<file path="src/rtl/sacc_pkg.sv">
// Constants, field layout and types of the converter control block
package sacc_pkg;
  localparam int unsigned DATA_W = 32;
  localparam int unsigned BYTE_W = 8;
  localparam int unsigned RES_W = 10;
  localparam int unsigned CH_W = 5;
  localparam int unsigned REF_W = 2;
  localparam int unsigned PS_W = 3;
  localparam int unsigned TS_W = 3;
  localparam int unsigned HC_W = 6;
  localparam int unsigned ADDR_W = 8;
  // Register byte addresses
  localparam logic [ADDR_W-1:0] OFF_INSEL = 8'h00;
  localparam logic [ADDR_W-1:0] OFF_CSA = 8'h04;
  localparam logic [ADDR_W-1:0] OFF_CSB = 8'h08;
  localparam logic [ADDR_W-1:0] OFF_RESL = 8'h0C;
  localparam logic [ADDR_W-1:0] OFF_RESH = 8'h10;
  localparam logic [ADDR_W-1:0] OFF_MISC = 8'h14;
  // Field positions
  localparam int unsigned INSEL_MUX_LSB = 0;
  localparam int unsigned INSEL_LAR = 5;
  localparam int unsigned INSEL_REF_LSB = 6;
  localparam int unsigned CSA_PS_LSB = 0;
  localparam int unsigned CSA_IE = 3;
  localparam int unsigned CSA_IF = 4;
  localparam int unsigned CSA_ATE = 5;
  localparam int unsigned CSA_SC = 6;
  localparam int unsigned CSA_EN = 7;
  localparam int unsigned CSB_TS_LSB = 0;
  localparam int unsigned MISC_INTERNAL_CURRENT_SOURCE = 0;
  localparam int unsigned MISC_XREF = 1;
  localparam int unsigned MISC_W = 2;
  // Reset values
  localparam logic [BYTE_W-1:0] RST_BYTE = 8'h00;
  localparam logic [TS_W-1:0] TS_FREE = 3'h0;
  // Conversion timing in converter clock cycles, counted in half cycles
  localparam int unsigned HALVES = 2;
  localparam logic [HC_W-1:0] NORM_LEN_H = HC_W'(13 * HALVES);
  localparam logic [HC_W-1:0] NORM_SAMP_H = HC_W'(3);
  localparam logic [HC_W-1:0] FIRST_LEN_H = HC_W'(25 * HALVES);
  localparam logic [HC_W-1:0] FIRST_SAMP_H = HC_W'(29);
  localparam logic [HC_W-1:0] AUTO_LEN_H = HC_W'(27);
  localparam logic [HC_W-1:0] AUTO_SAMP_H = HC_W'(2 * HALVES);
  localparam logic [RES_W-1:0] SAR_MSB = 10'h200;

  typedef enum logic [1:0] {ST_IDLE, ST_WAIT, ST_CONV} sacc_state_t;

  typedef struct packed {
    logic power_en;
    logic [REF_W-1:0] ref_sel;
    logic ext_ref_en;
    logic internal_current_source_en;
    logic [CH_W-1:0] ch_sel;
    logic sample;
    logic [RES_W-1:0] dac_code;
  } sacc_ana_t;
endpackage

</file>
<file path="src/rtl/sacc_ctrl.sv">
// Conversion control of a successive approximation converter, APB slave
// ----------------------------------------------------------------
// Notes on behaviour
// (RULE1) Ten-bit result by successive approximation
// (RULE2) Reference from field and external enable bit
// (RULE3) Five-bit channel field selects input
// (RULE4) Differential codes carry gain, others bypass
// (RULE5) Selections inert and power off when disabled
// (RULE6) Right aligned result, left when bit set
// (RULE7) Low byte read locks result until high
// (RULE8) Completion flag fires even when result lost
// (RULE9) Start bit set until conversion finishes
// (RULE10) Running conversion keeps its old channel
// (RULE11) Trigger edge resets prescaler, starts conversion
// (RULE12) Flag sets regardless of interrupt enables
// (RULE13) Done-flag source restarts each conversion
// (RULE14) Start bit reads one during any conversion
// (RULE15) Prescaler held reset while disabled
// (RULE16) Software start waits for converter clock edge
// (RULE17) Thirteen cycles, first conversion twenty-five
// (RULE18) Completion writes result, flags, clears start
// (RULE19) Auto conversion samples after two cycles
// (RULE20) Free running restarts at once, start stays
// (RULE21) Selection buffer frozen during conversion; the code lets it follow again in the last converter cycle
// (RULE22) Software changes selection only at safe times
// (RULE23) Prescaler code selects ratio two to 128
// (RULE24) Channel code table supplied separately
// ----------------------------------------------------------------
//
// Local design decisions: the address map and the APB register port.
`timescale 1ns/100ps
`default_nettype none
module sacc_ctrl #(
  parameter int unsigned TRIG_W = 7
) (
  input wire logic pclk,
  input wire logic presetn,
  input wire logic psel,
  input wire logic penable,
  input wire logic pwrite,
  input wire logic [sacc_pkg::ADDR_W-1:0] paddr,
  input wire logic [sacc_pkg::DATA_W-1:0] pwdata,
  output logic [sacc_pkg::DATA_W-1:0] prdata,
  output logic pready,
  output logic pslverr,
  input wire logic [TRIG_W-1:0] trig_in,
  input wire logic cmp_in,
  output sacc_pkg::sacc_ana_t ana,
  output logic conv_irq
);
  // ----------------------------------------------------------------
  // Checks
  // ----------------------------------------------------------------
  initial begin
    if (TRIG_W < 1 || TRIG_W > 7) begin
      $error("TRIG_W must be 1 to 7");
    end
  end

  // ----------------------------------------------------------------
  // Declarations
  // ----------------------------------------------------------------
  logic [sacc_pkg::BYTE_W-1:0] insel_q;
  logic en_q, start_q, ate_q, flag_q, ie_q, first_q, lock_q;
  logic [sacc_pkg::PS_W-1:0] ps_q;
  logic [sacc_pkg::TS_W-1:0] ts_q;
  logic [sacc_pkg::MISC_W-1:0] misc_q;
  logic [sacc_pkg::CH_W-1:0] ch_act_q;
  logic [sacc_pkg::REF_W-1:0] ref_act_q;
  logic [sacc_pkg::RES_W-1:0] res_q, sar_q;
  logic [3:0] bit_q;
  logic trial_q, tph_q, adc_ph_q, trig_prev_q;
  logic [sacc_pkg::HC_W-1:0] pre_q, hc_q, len_q, samp_q;
  logic [sacc_pkg::DATA_W-1:0] prdata_q;
  logic [TRIG_W-1:0] trig_m_q, trig_s_q;
  logic cmp_m_q, cmp_s_q;
  sacc_pkg::sacc_state_t st_q, st_d;
  sacc_pkg::sacc_ana_t ana_q, ana_d;

  // ----------------------------------------------------------------
  // Bus decode
  // ----------------------------------------------------------------
  wire logic acc = psel & penable;
  wire logic wr = acc & pwrite;
  wire logic rd = acc & ~pwrite;
  wire logic hit_insel = paddr == sacc_pkg::OFF_INSEL;
  wire logic hit_csa = paddr == sacc_pkg::OFF_CSA;
  wire logic hit_csb = paddr == sacc_pkg::OFF_CSB;
  wire logic hit_resl = paddr == sacc_pkg::OFF_RESL;
  wire logic hit_resh = paddr == sacc_pkg::OFF_RESH;
  wire logic hit_misc = paddr == sacc_pkg::OFF_MISC;
  wire logic mapped = hit_insel | hit_csa | hit_csb | hit_resl | hit_resh | hit_misc;
  wire logic wr_csa = wr & hit_csa;
  wire logic lar = insel_q[sacc_pkg::INSEL_LAR];
  assign pready = 1'b1;
  assign pslverr = acc & ~mapped;
  assign prdata = prdata_q;

  // ----------------------------------------------------------------
  // Pin synchronisers
  // ----------------------------------------------------------------
  genvar gi;
  generate
    for (gi = 0; gi < TRIG_W; gi++) begin : g_sync
      always_ff @(posedge pclk or negedge presetn) begin
        if (!presetn) begin
          trig_m_q[gi] <= 1'b0;
          trig_s_q[gi] <= 1'b0;
        end else begin
          trig_m_q[gi] <= trig_in[gi];
          trig_s_q[gi] <= trig_m_q[gi];
        end
      end
    end
  endgenerate

  always_ff @(posedge pclk or negedge presetn) begin
    if (!presetn) begin
      cmp_m_q <= 1'b0;
      cmp_s_q <= 1'b0;
    end else begin
      cmp_m_q <= cmp_in;
      cmp_s_q <= cmp_m_q;
    end
  end

  // ----------------------------------------------------------------
  // Prescaler and triggers
  // ----------------------------------------------------------------
  wire logic [7:0] src_vec = 8'({trig_s_q, 1'b0});
  wire logic trig_sel = src_vec[ts_q];
  wire logic trig_edge = trig_sel & ~trig_prev_q; // RULE19
  wire logic restart = ate_q & (ts_q == sacc_pkg::TS_FREE); // RULE13
  wire logic auto_evt = en_q & ate_q & (ts_q != sacc_pkg::TS_FREE) & trig_edge
                        & (st_q != sacc_pkg::ST_CONV); // RULE11
  wire logic [6:0] half_n = (ps_q == '0) ? 7'h01 : 7'(7'h01 << (ps_q - 3'h1)); // RULE23
  wire logic half_tick = ({1'b0, pre_q} == 7'(half_n - 7'h01));
  wire logic rise = half_tick & ~adc_ph_q;
  wire logic in_conv = st_q == sacc_pkg::ST_CONV;
  wire logic done = in_conv & half_tick & (hc_q == 6'(len_q - 6'h01)); // RULE17
  wire logic samp = in_conv & half_tick & (hc_q == 6'(samp_q - 6'h01));
  wire logic go = en_q & (auto_evt | ((st_q == sacc_pkg::ST_WAIT) & rise) | (done & restart));
  wire logic sw_start = wr_csa & pwdata[sacc_pkg::CSA_SC] & pwdata[sacc_pkg::CSA_EN] & en_q;
  wire logic follow = ~in_conv | (hc_q >= 6'(len_q - 6'h02)); // RULE21

  always_ff @(posedge pclk or negedge presetn) begin
    if (!presetn) begin
      pre_q <= '0;
      adc_ph_q <= 1'b0;
      trig_prev_q <= 1'b0;
    end else begin
      trig_prev_q <= trig_sel;
      if (!en_q || auto_evt) begin
        pre_q <= '0; // RULE15
        adc_ph_q <= auto_evt; // RULE11
      end else if (half_tick) begin
        pre_q <= '0;
        adc_ph_q <= ~adc_ph_q;
      end else begin
        pre_q <= pre_q + 6'h01;
      end
    end
  end

  // ----------------------------------------------------------------
  // Sequencer
  // ----------------------------------------------------------------
  always_comb begin
    st_d = st_q;
    case (st_q)
      sacc_pkg::ST_IDLE: begin
        if (auto_evt) begin
          st_d = sacc_pkg::ST_CONV;
        end else if (sw_start) begin
          st_d = sacc_pkg::ST_WAIT; // RULE16
        end
      end
      sacc_pkg::ST_WAIT: begin
        if (go) begin
          st_d = sacc_pkg::ST_CONV;
        end
      end
      sacc_pkg::ST_CONV: begin
        if (done) begin
          if (restart) begin
            st_d = sacc_pkg::ST_CONV; // RULE20
          end else if (sw_start) begin
            st_d = sacc_pkg::ST_WAIT;
          end else begin
            st_d = sacc_pkg::ST_IDLE;
          end
        end
      end
      default: st_d = sacc_pkg::ST_IDLE;
    endcase
    if (!en_q) begin
      st_d = sacc_pkg::ST_IDLE;
    end
  end

  always_ff @(posedge pclk or negedge presetn) begin
    if (!presetn) begin
      st_q <= sacc_pkg::ST_IDLE;
      hc_q <= '0;
      len_q <= sacc_pkg::NORM_LEN_H;
      samp_q <= sacc_pkg::NORM_SAMP_H;
      first_q <= 1'b1;
    end else begin
      st_q <= st_d;
      first_q <= ~en_q | (first_q & ~done); // RULE17
      if (go) begin
        hc_q <= '0;
        len_q <= (first_q & ~done) ? sacc_pkg::FIRST_LEN_H
                 : (auto_evt ? sacc_pkg::AUTO_LEN_H : sacc_pkg::NORM_LEN_H); // RULE17 RULE19
        samp_q <= (first_q & ~done) ? sacc_pkg::FIRST_SAMP_H
                  : (auto_evt ? sacc_pkg::AUTO_SAMP_H : sacc_pkg::NORM_SAMP_H);
      end else if (in_conv && half_tick) begin
        hc_q <= hc_q + 6'h01;
      end
    end
  end

  // ----------------------------------------------------------------
  // Approximation register
  // ----------------------------------------------------------------
  always_ff @(posedge pclk or negedge presetn) begin
    if (!presetn) begin
      sar_q <= '0;
      bit_q <= '0;
      trial_q <= 1'b0;
      tph_q <= 1'b0;
    end else if (!en_q) begin
      trial_q <= 1'b0;
    end else if (samp) begin
      sar_q <= sacc_pkg::SAR_MSB; // RULE1
      bit_q <= 4'(sacc_pkg::RES_W - 1);
      trial_q <= 1'b1;
      tph_q <= 1'b0;
    end else if (trial_q && half_tick) begin
      tph_q <= ~tph_q;
      if (tph_q) begin
        sar_q[bit_q] <= cmp_s_q; // RULE1
        if (bit_q == 4'h0) begin
          trial_q <= 1'b0;
        end else begin
          sar_q[bit_q - 4'h1] <= 1'b1;
          bit_q <= bit_q - 4'h1;
        end
      end
    end
  end

  // ----------------------------------------------------------------
  // Registers
  // ----------------------------------------------------------------
  always_ff @(posedge pclk or negedge presetn) begin
    if (!presetn) begin
      insel_q <= sacc_pkg::RST_BYTE;
      en_q <= 1'b0;
      ate_q <= 1'b0;
      ie_q <= 1'b0;
      ps_q <= '0;
      ts_q <= '0;
      misc_q <= '0;
    end else if (wr) begin
      if (hit_insel) begin
        insel_q <= pwdata[sacc_pkg::BYTE_W-1:0];
      end
      if (hit_csa) begin
        en_q <= pwdata[sacc_pkg::CSA_EN];
        ate_q <= pwdata[sacc_pkg::CSA_ATE];
        ie_q <= pwdata[sacc_pkg::CSA_IE];
        ps_q <= pwdata[sacc_pkg::CSA_PS_LSB +: sacc_pkg::PS_W];
      end
      if (hit_csb) begin
        ts_q <= pwdata[sacc_pkg::CSB_TS_LSB +: sacc_pkg::TS_W];
      end
      if (hit_misc) begin
        misc_q <= pwdata[sacc_pkg::MISC_W-1:0];
      end
    end
  end

  always_ff @(posedge pclk or negedge presetn) begin
    if (!presetn) begin
      start_q <= 1'b0;
      flag_q <= 1'b0;
      lock_q <= 1'b0;
      res_q <= '0;
    end else begin
      if (!en_q) begin
        start_q <= 1'b0;
      end else if (sw_start || auto_evt || (done && restart)) begin
        start_q <= 1'b1; // RULE9 RULE14 RULE20
      end else if (done) begin
        start_q <= 1'b0; // RULE18
      end
      flag_q <= done | (flag_q & ~(wr_csa & pwdata[sacc_pkg::CSA_IF])); // RULE8 RULE12
      if (done && !lock_q) begin
        res_q <= sar_q; // RULE7 RULE18
      end
      if (rd && hit_resl) begin
        lock_q <= 1'b1; // RULE7
      end else if (rd && hit_resh) begin
        lock_q <= 1'b0;
      end
    end
  end

  // ----------------------------------------------------------------
  // Selection buffer and analog controls
  // ----------------------------------------------------------------
  always_ff @(posedge pclk or negedge presetn) begin
    if (!presetn) begin
      ch_act_q <= '0;
      ref_act_q <= '0;
      ana_q <= '0;
    end else begin
      if (follow) begin
        ch_act_q <= insel_q[sacc_pkg::INSEL_MUX_LSB +: sacc_pkg::CH_W]; // RULE10 RULE21
        ref_act_q <= insel_q[sacc_pkg::INSEL_REF_LSB +: sacc_pkg::REF_W];
      end
      ana_q <= ana_d;
    end
  end

  always_comb begin
    ana_d = '0;
    ana_d.power_en = en_q; // RULE5
    ana_d.internal_current_source_en = misc_q[sacc_pkg::MISC_INTERNAL_CURRENT_SOURCE];
    if (en_q) begin
      ana_d.ref_sel = ref_act_q; // RULE2
      ana_d.ext_ref_en = misc_q[sacc_pkg::MISC_XREF];
      ana_d.ch_sel = ch_act_q; // RULE3 RULE4 RULE24
      ana_d.sample = samp;
      ana_d.dac_code = sar_q;
    end
  end
  assign ana = ana_q;
  assign conv_irq = flag_q & ie_q; // RULE8

  // ----------------------------------------------------------------
  // Read data
  // ----------------------------------------------------------------
  logic [sacc_pkg::BYTE_W-1:0] csa_rd, rd_mux;
  always_comb begin
    csa_rd = '0;
    csa_rd[sacc_pkg::CSA_EN] = en_q;
    csa_rd[sacc_pkg::CSA_SC] = start_q; // RULE14
    csa_rd[sacc_pkg::CSA_ATE] = ate_q;
    csa_rd[sacc_pkg::CSA_IF] = flag_q;
    csa_rd[sacc_pkg::CSA_IE] = ie_q;
    csa_rd[sacc_pkg::CSA_PS_LSB +: sacc_pkg::PS_W] = ps_q;
    rd_mux = '0;
    if (hit_insel) begin
      rd_mux = insel_q;
    end else if (hit_csa) begin
      rd_mux = csa_rd;
    end else if (hit_csb) begin
      rd_mux = 8'(ts_q);
    end else if (hit_resl) begin
      rd_mux = lar ? {res_q[1:0], 6'h00} : res_q[7:0]; // RULE6
    end else if (hit_resh) begin
      rd_mux = lar ? res_q[9:2] : {6'h00, res_q[9:8]}; // RULE6
    end else if (hit_misc) begin
      rd_mux = 8'(misc_q);
    end
  end

  always_ff @(posedge pclk or negedge presetn) begin
    if (!presetn) begin
      prdata_q <= '0;
    end else if (psel && !penable) begin
      prdata_q <= 32'(rd_mux);
    end
  end
endmodule
`default_nettype wire

</file>
<file path="config.mk">
export PLATFORM = sky130hd
export DESIGN_NAME = sacc_ctrl
export DESIGN_NICKNAME = d
export VERILOG_FILES = /design/src/rtl/sacc_pkg.sv /design/src/rtl/sacc_ctrl.sv
export SDC_FILE = /design/constraint.sdc
export NUM_CORES = 1
export LEC_CHECK = 0
export BUFFER_PORTS_ARGS = -buffer_cell sky130_fd_sc_hd__buf_4
export CAP_MARGIN = 5
export CORE_ASPECT_RATIO = 0.9
export CORE_MARGIN = 4
export CORE_UTILIZATION = 50
export CTS_CLUSTER_DIAMETER = 40
export CTS_CLUSTER_SIZE = 28
export DETAILED_ROUTE_END_ITERATION = 16
export PLACE_DENSITY = 0.75
export RECOVER_POWER = 50
export SLEW_MARGIN = 30
export SYNTH_ARGS = -nofsm -noshare
export SYNTH_HDL_FRONTEND = slang
export SYNTH_SLANG_ARGS = --single-unit
</file>
<file path="constraint.sdc">
create_clock -name pclk -period 2.9 [get_ports pclk]
set_input_delay 0.58 -clock pclk [delete_from_list [all_inputs] [get_ports pclk]]
set_output_delay 0.58 -clock pclk [all_outputs]
set_load 0.02 [all_outputs]
</file>
==> metrics.yaml <==
status: "complete, but fails checks"
violations: "capacitance limit, slew limit"
ys_ff_latch: 123
grt_pass1_wl_um: 24200
synth.area.mux_share_pct: 8.00
die_area_um2: 14300
grt_usage_pct: 21.4
cts-root-buf: "clkbuf_16"
endpoint_kind: "register"
first_iter_violations: 384
path_class: "reg2reg"
worst_slew_pin_slew_ns: 1.51
grt_pass1_vias: 4647
syn_to_final_growth_pct: 20.6
synth_xor_xnor_area_share_pct: 2.81
placedCellCount: 818
p_sw_share_pct: 32.1
ir_drop_mv: 0.525
ant_nets: 0
grt_start_max_net_pins: 61
vias: 4840
syn-cell-area_um2: 6240
dpl_cell_area_um2: 6930
port_buffers: 59
min_period_ns: 2.78
syn_avg_cell_area_um2: 10.5
wl_met2_um: 6960
drt-pass1-iter-count: 5
drc_errors: 0
p_int_mw: 3.84
h-tree-depth: 4
top_layer: "met4"
critical_path.top_delay_family: "compound AO/OA/AOI/OAI gates"
cp_max_fo: 8
cap_viol_max_count: 1
initial_core_util_pct: 51.4
synth_edf_count: 0
synth-compound-area-share_pct: 13.7
ys_seq_area_share_pct: 49.4
hold_buffers: 0
via_per_inst: 5.68
cts.sinks: 123
yosysMostFrequentCell: "dfrtp_1"
yosysTopAreaCellShare_pct: 47.7
clk_pin_slew_ns: 0.06
setup_violations: 0
wl_met1_um: 6580
finalHoldViolCount: 0
path_buf_inv: 1
cts_tree: "built"
synth_commonest_cells: "dfrtp_1, nand2_1, nor2_1"
synthAdderAreaFrac_pct: 2.41
wl_um: 14700
switchingPower_mw: 1.81
power.share.combinational_pct: 26.8
diodes: 0
clockBufferDepth: 2
async_flop_share_pct: 100
clkLatencyLatePin_ns: 0.42
rsz0062_at_grt: "false"
antenna_found_initial: 0
hold_class: "in2reg"
post_drt_wl_per_cell_um: 17.3
die_x_um: 126
cp_cell_sequence: "or2_2 -> ha_2 -> o32a_1 -> a2111o_1 -> nor3_4 -> buf_12 -> nand3_4 -> a221o_1"
skew_ns: 0.0114
overflow: 0
pwr-share-seq_pct: 37.7
hpwlAfterDp_um: 10800
dr_wl_met3_um: 966
fin_crit_sh_pct: 95.7
finalNetCount: 744
p_leak_nw: 3.44
p_clk_share_pct: 35.5
p_total_mw: 5.65
rows: 38
final_area_um2: 7520
drive_above_1_share_pct: 25.6
synthFlopType: "dfrtp_1"
slew_violations: 29
cts_made_buffers: 17
syn_inst: 593
gp_congestion: 0.921
synth_top_cells_by_area: "dfrtp_1, mux2_2, buf_4"
synth_top_family_by_area: "simple AND/OR/NAND/NOR gates"
cpPeakStageDelay_ns: 0.44
synth.distinct_cells: 75
regToRegSetupSlack_ns: 0.12
layoutNonFillerInstCount: 852
crit_slowest_cell: "a2111o_1"
ios: 109
yosysTopAreaCell: "dfrtp_1"
critPathLaunchType: "register"
worst_slew_margin_rel_pct: -0.892
die_h_um: 114
max_clock_freq_mhz: 360
cp.required_ns: 3.21
synth-simple-area-share_pct: 18.0
arrival_ns: 3.08
worst_hold_slack_ns: 0.281
yosysWarnings: 0
power_density_nw_per_um2: 752
core_area_um2: 12100
worst reg2reg max path: cells and delay by family (launching register included):
family                   cells  cell delay (ns)
flip-flops                   1             0.40
buffers and inverters        1             0.15
AND/OR/NAND/NOR              3             0.66
adder cells (fa/ha/maj)      1             0.23
AO/OA/AOI/OAI                3             1.23
worst paths after layout:
path                                        from                  endpoint  depth (start not counted)
max                          ps_q[2]$_DFFE_PN0P_      sar_q[1]$_DFFE_PN0P_                          8
max reg2reg                  ps_q[2]$_DFFE_PN0P_      sar_q[1]$_DFFE_PN0P_                          8
max in group asynchronous                presetn  ref_act_q[0]$_DFFE_PN0P_                          2
min reg2reg                trig_m_q[3]$_DFF_PN0_      src_vec[4]$_DFF_PN0_                          0
min                                       cmp_in         cmp_m_q$_DFF_PN0_                          1
min in group asynchronous                presetn         cmp_m_q$_DFF_PN0_                          1
what timing repair did:
action	CTS	global route
pin swaps	2	3
cloned	0	0
setup buffers	0	2
endpoints found under the setup margin	15	30
resized for setup	1	4
registers in the layout (all words and copies together) (netlist names), 2 cells and up:
register and cells:
ps_q 3, ch_act_q 5, trig_m_q 7, samp_q 4, st_q 2, ana 21, sar_q 10, insel_q 8
len_q 2, hc_q 6, src_vec 7, misc_q 2, ref_act_q 2, prdata 8, res_q 10, bit_q 4
pre_q 6, ts_q 3
metrics by stage:
stage                     setup slack (ns)  setup TNS, ns  util [%]
final                                0.125              0      62.0
after global routing               0.00807              0      62.0
after CTS                          0.00299              0      61.9
after detailed placement           -0.0455         -0.312      57.1
after global placement              0.0312              0      57.1
after floorplan                    0.00457              0         -
cells by family (layout without fill, tap and decap cells):
kind of cell	after synthesis	in the layout
other	2	25
xor gates and xnor gates	20	20
AOI/OAI and AO/OA	121	121
muxes	44	44
adders and majority gates	12	12
DFF	123	123
buffers and inverters	63	139
and+or+nand+nor	208	208
per-layer routing:
metal  up-vias  global-route usage [%]
met5         -                       0
met4         0                    6.58
met3        18                    5.71
met2       172                    33.4
met1      2372                    29.6
li1       2278                       -
cells in the final DEF (no fill, tap or decap), types with 11 or more instances in the layout:
master	n
dfrtp_1	119
buf_4	76
nand2_1	47
nor2_1	41
mux2_2	36
conb_1	25
o21ai_0	21
a21oi_1	18
and2_1	17
clkbuf_16	17
inv_1	16
nor3_1	16
xnor2_1	14
nand2b_1	13
nand3_1	13
ha_1	11
area by class of cell:
class	instances	area [um2]
clock buffer	21	470
inverter	17	63.8
fill	982	4600
timing repair buffer	90	691
tap	160	200
multi-input combinational	430	2920
clock inverter	11	95.1
sequential	123	3080
power by group through the flow:
| stage | combinational (mW) | sequential [mW] | clock (mW) |
|---|---|---|---|
| 2_1_floorplan | 0.994 | 2.12 | 0 |
| 3_3_place_gp | 1.37 | 2.14 | 0 |
| 3_5_place_dp | 1.43 | 2.15 | 0 |
| 4_1_cts | 1.44 | 2.12 | 2.04 |
| 5_1_grt | 1.68 | 2.15 | 2.12 |
| 6_report | 1.52 | 2.13 | 2.01 |
Note: power is estimated with default switching activity, not from simulation.
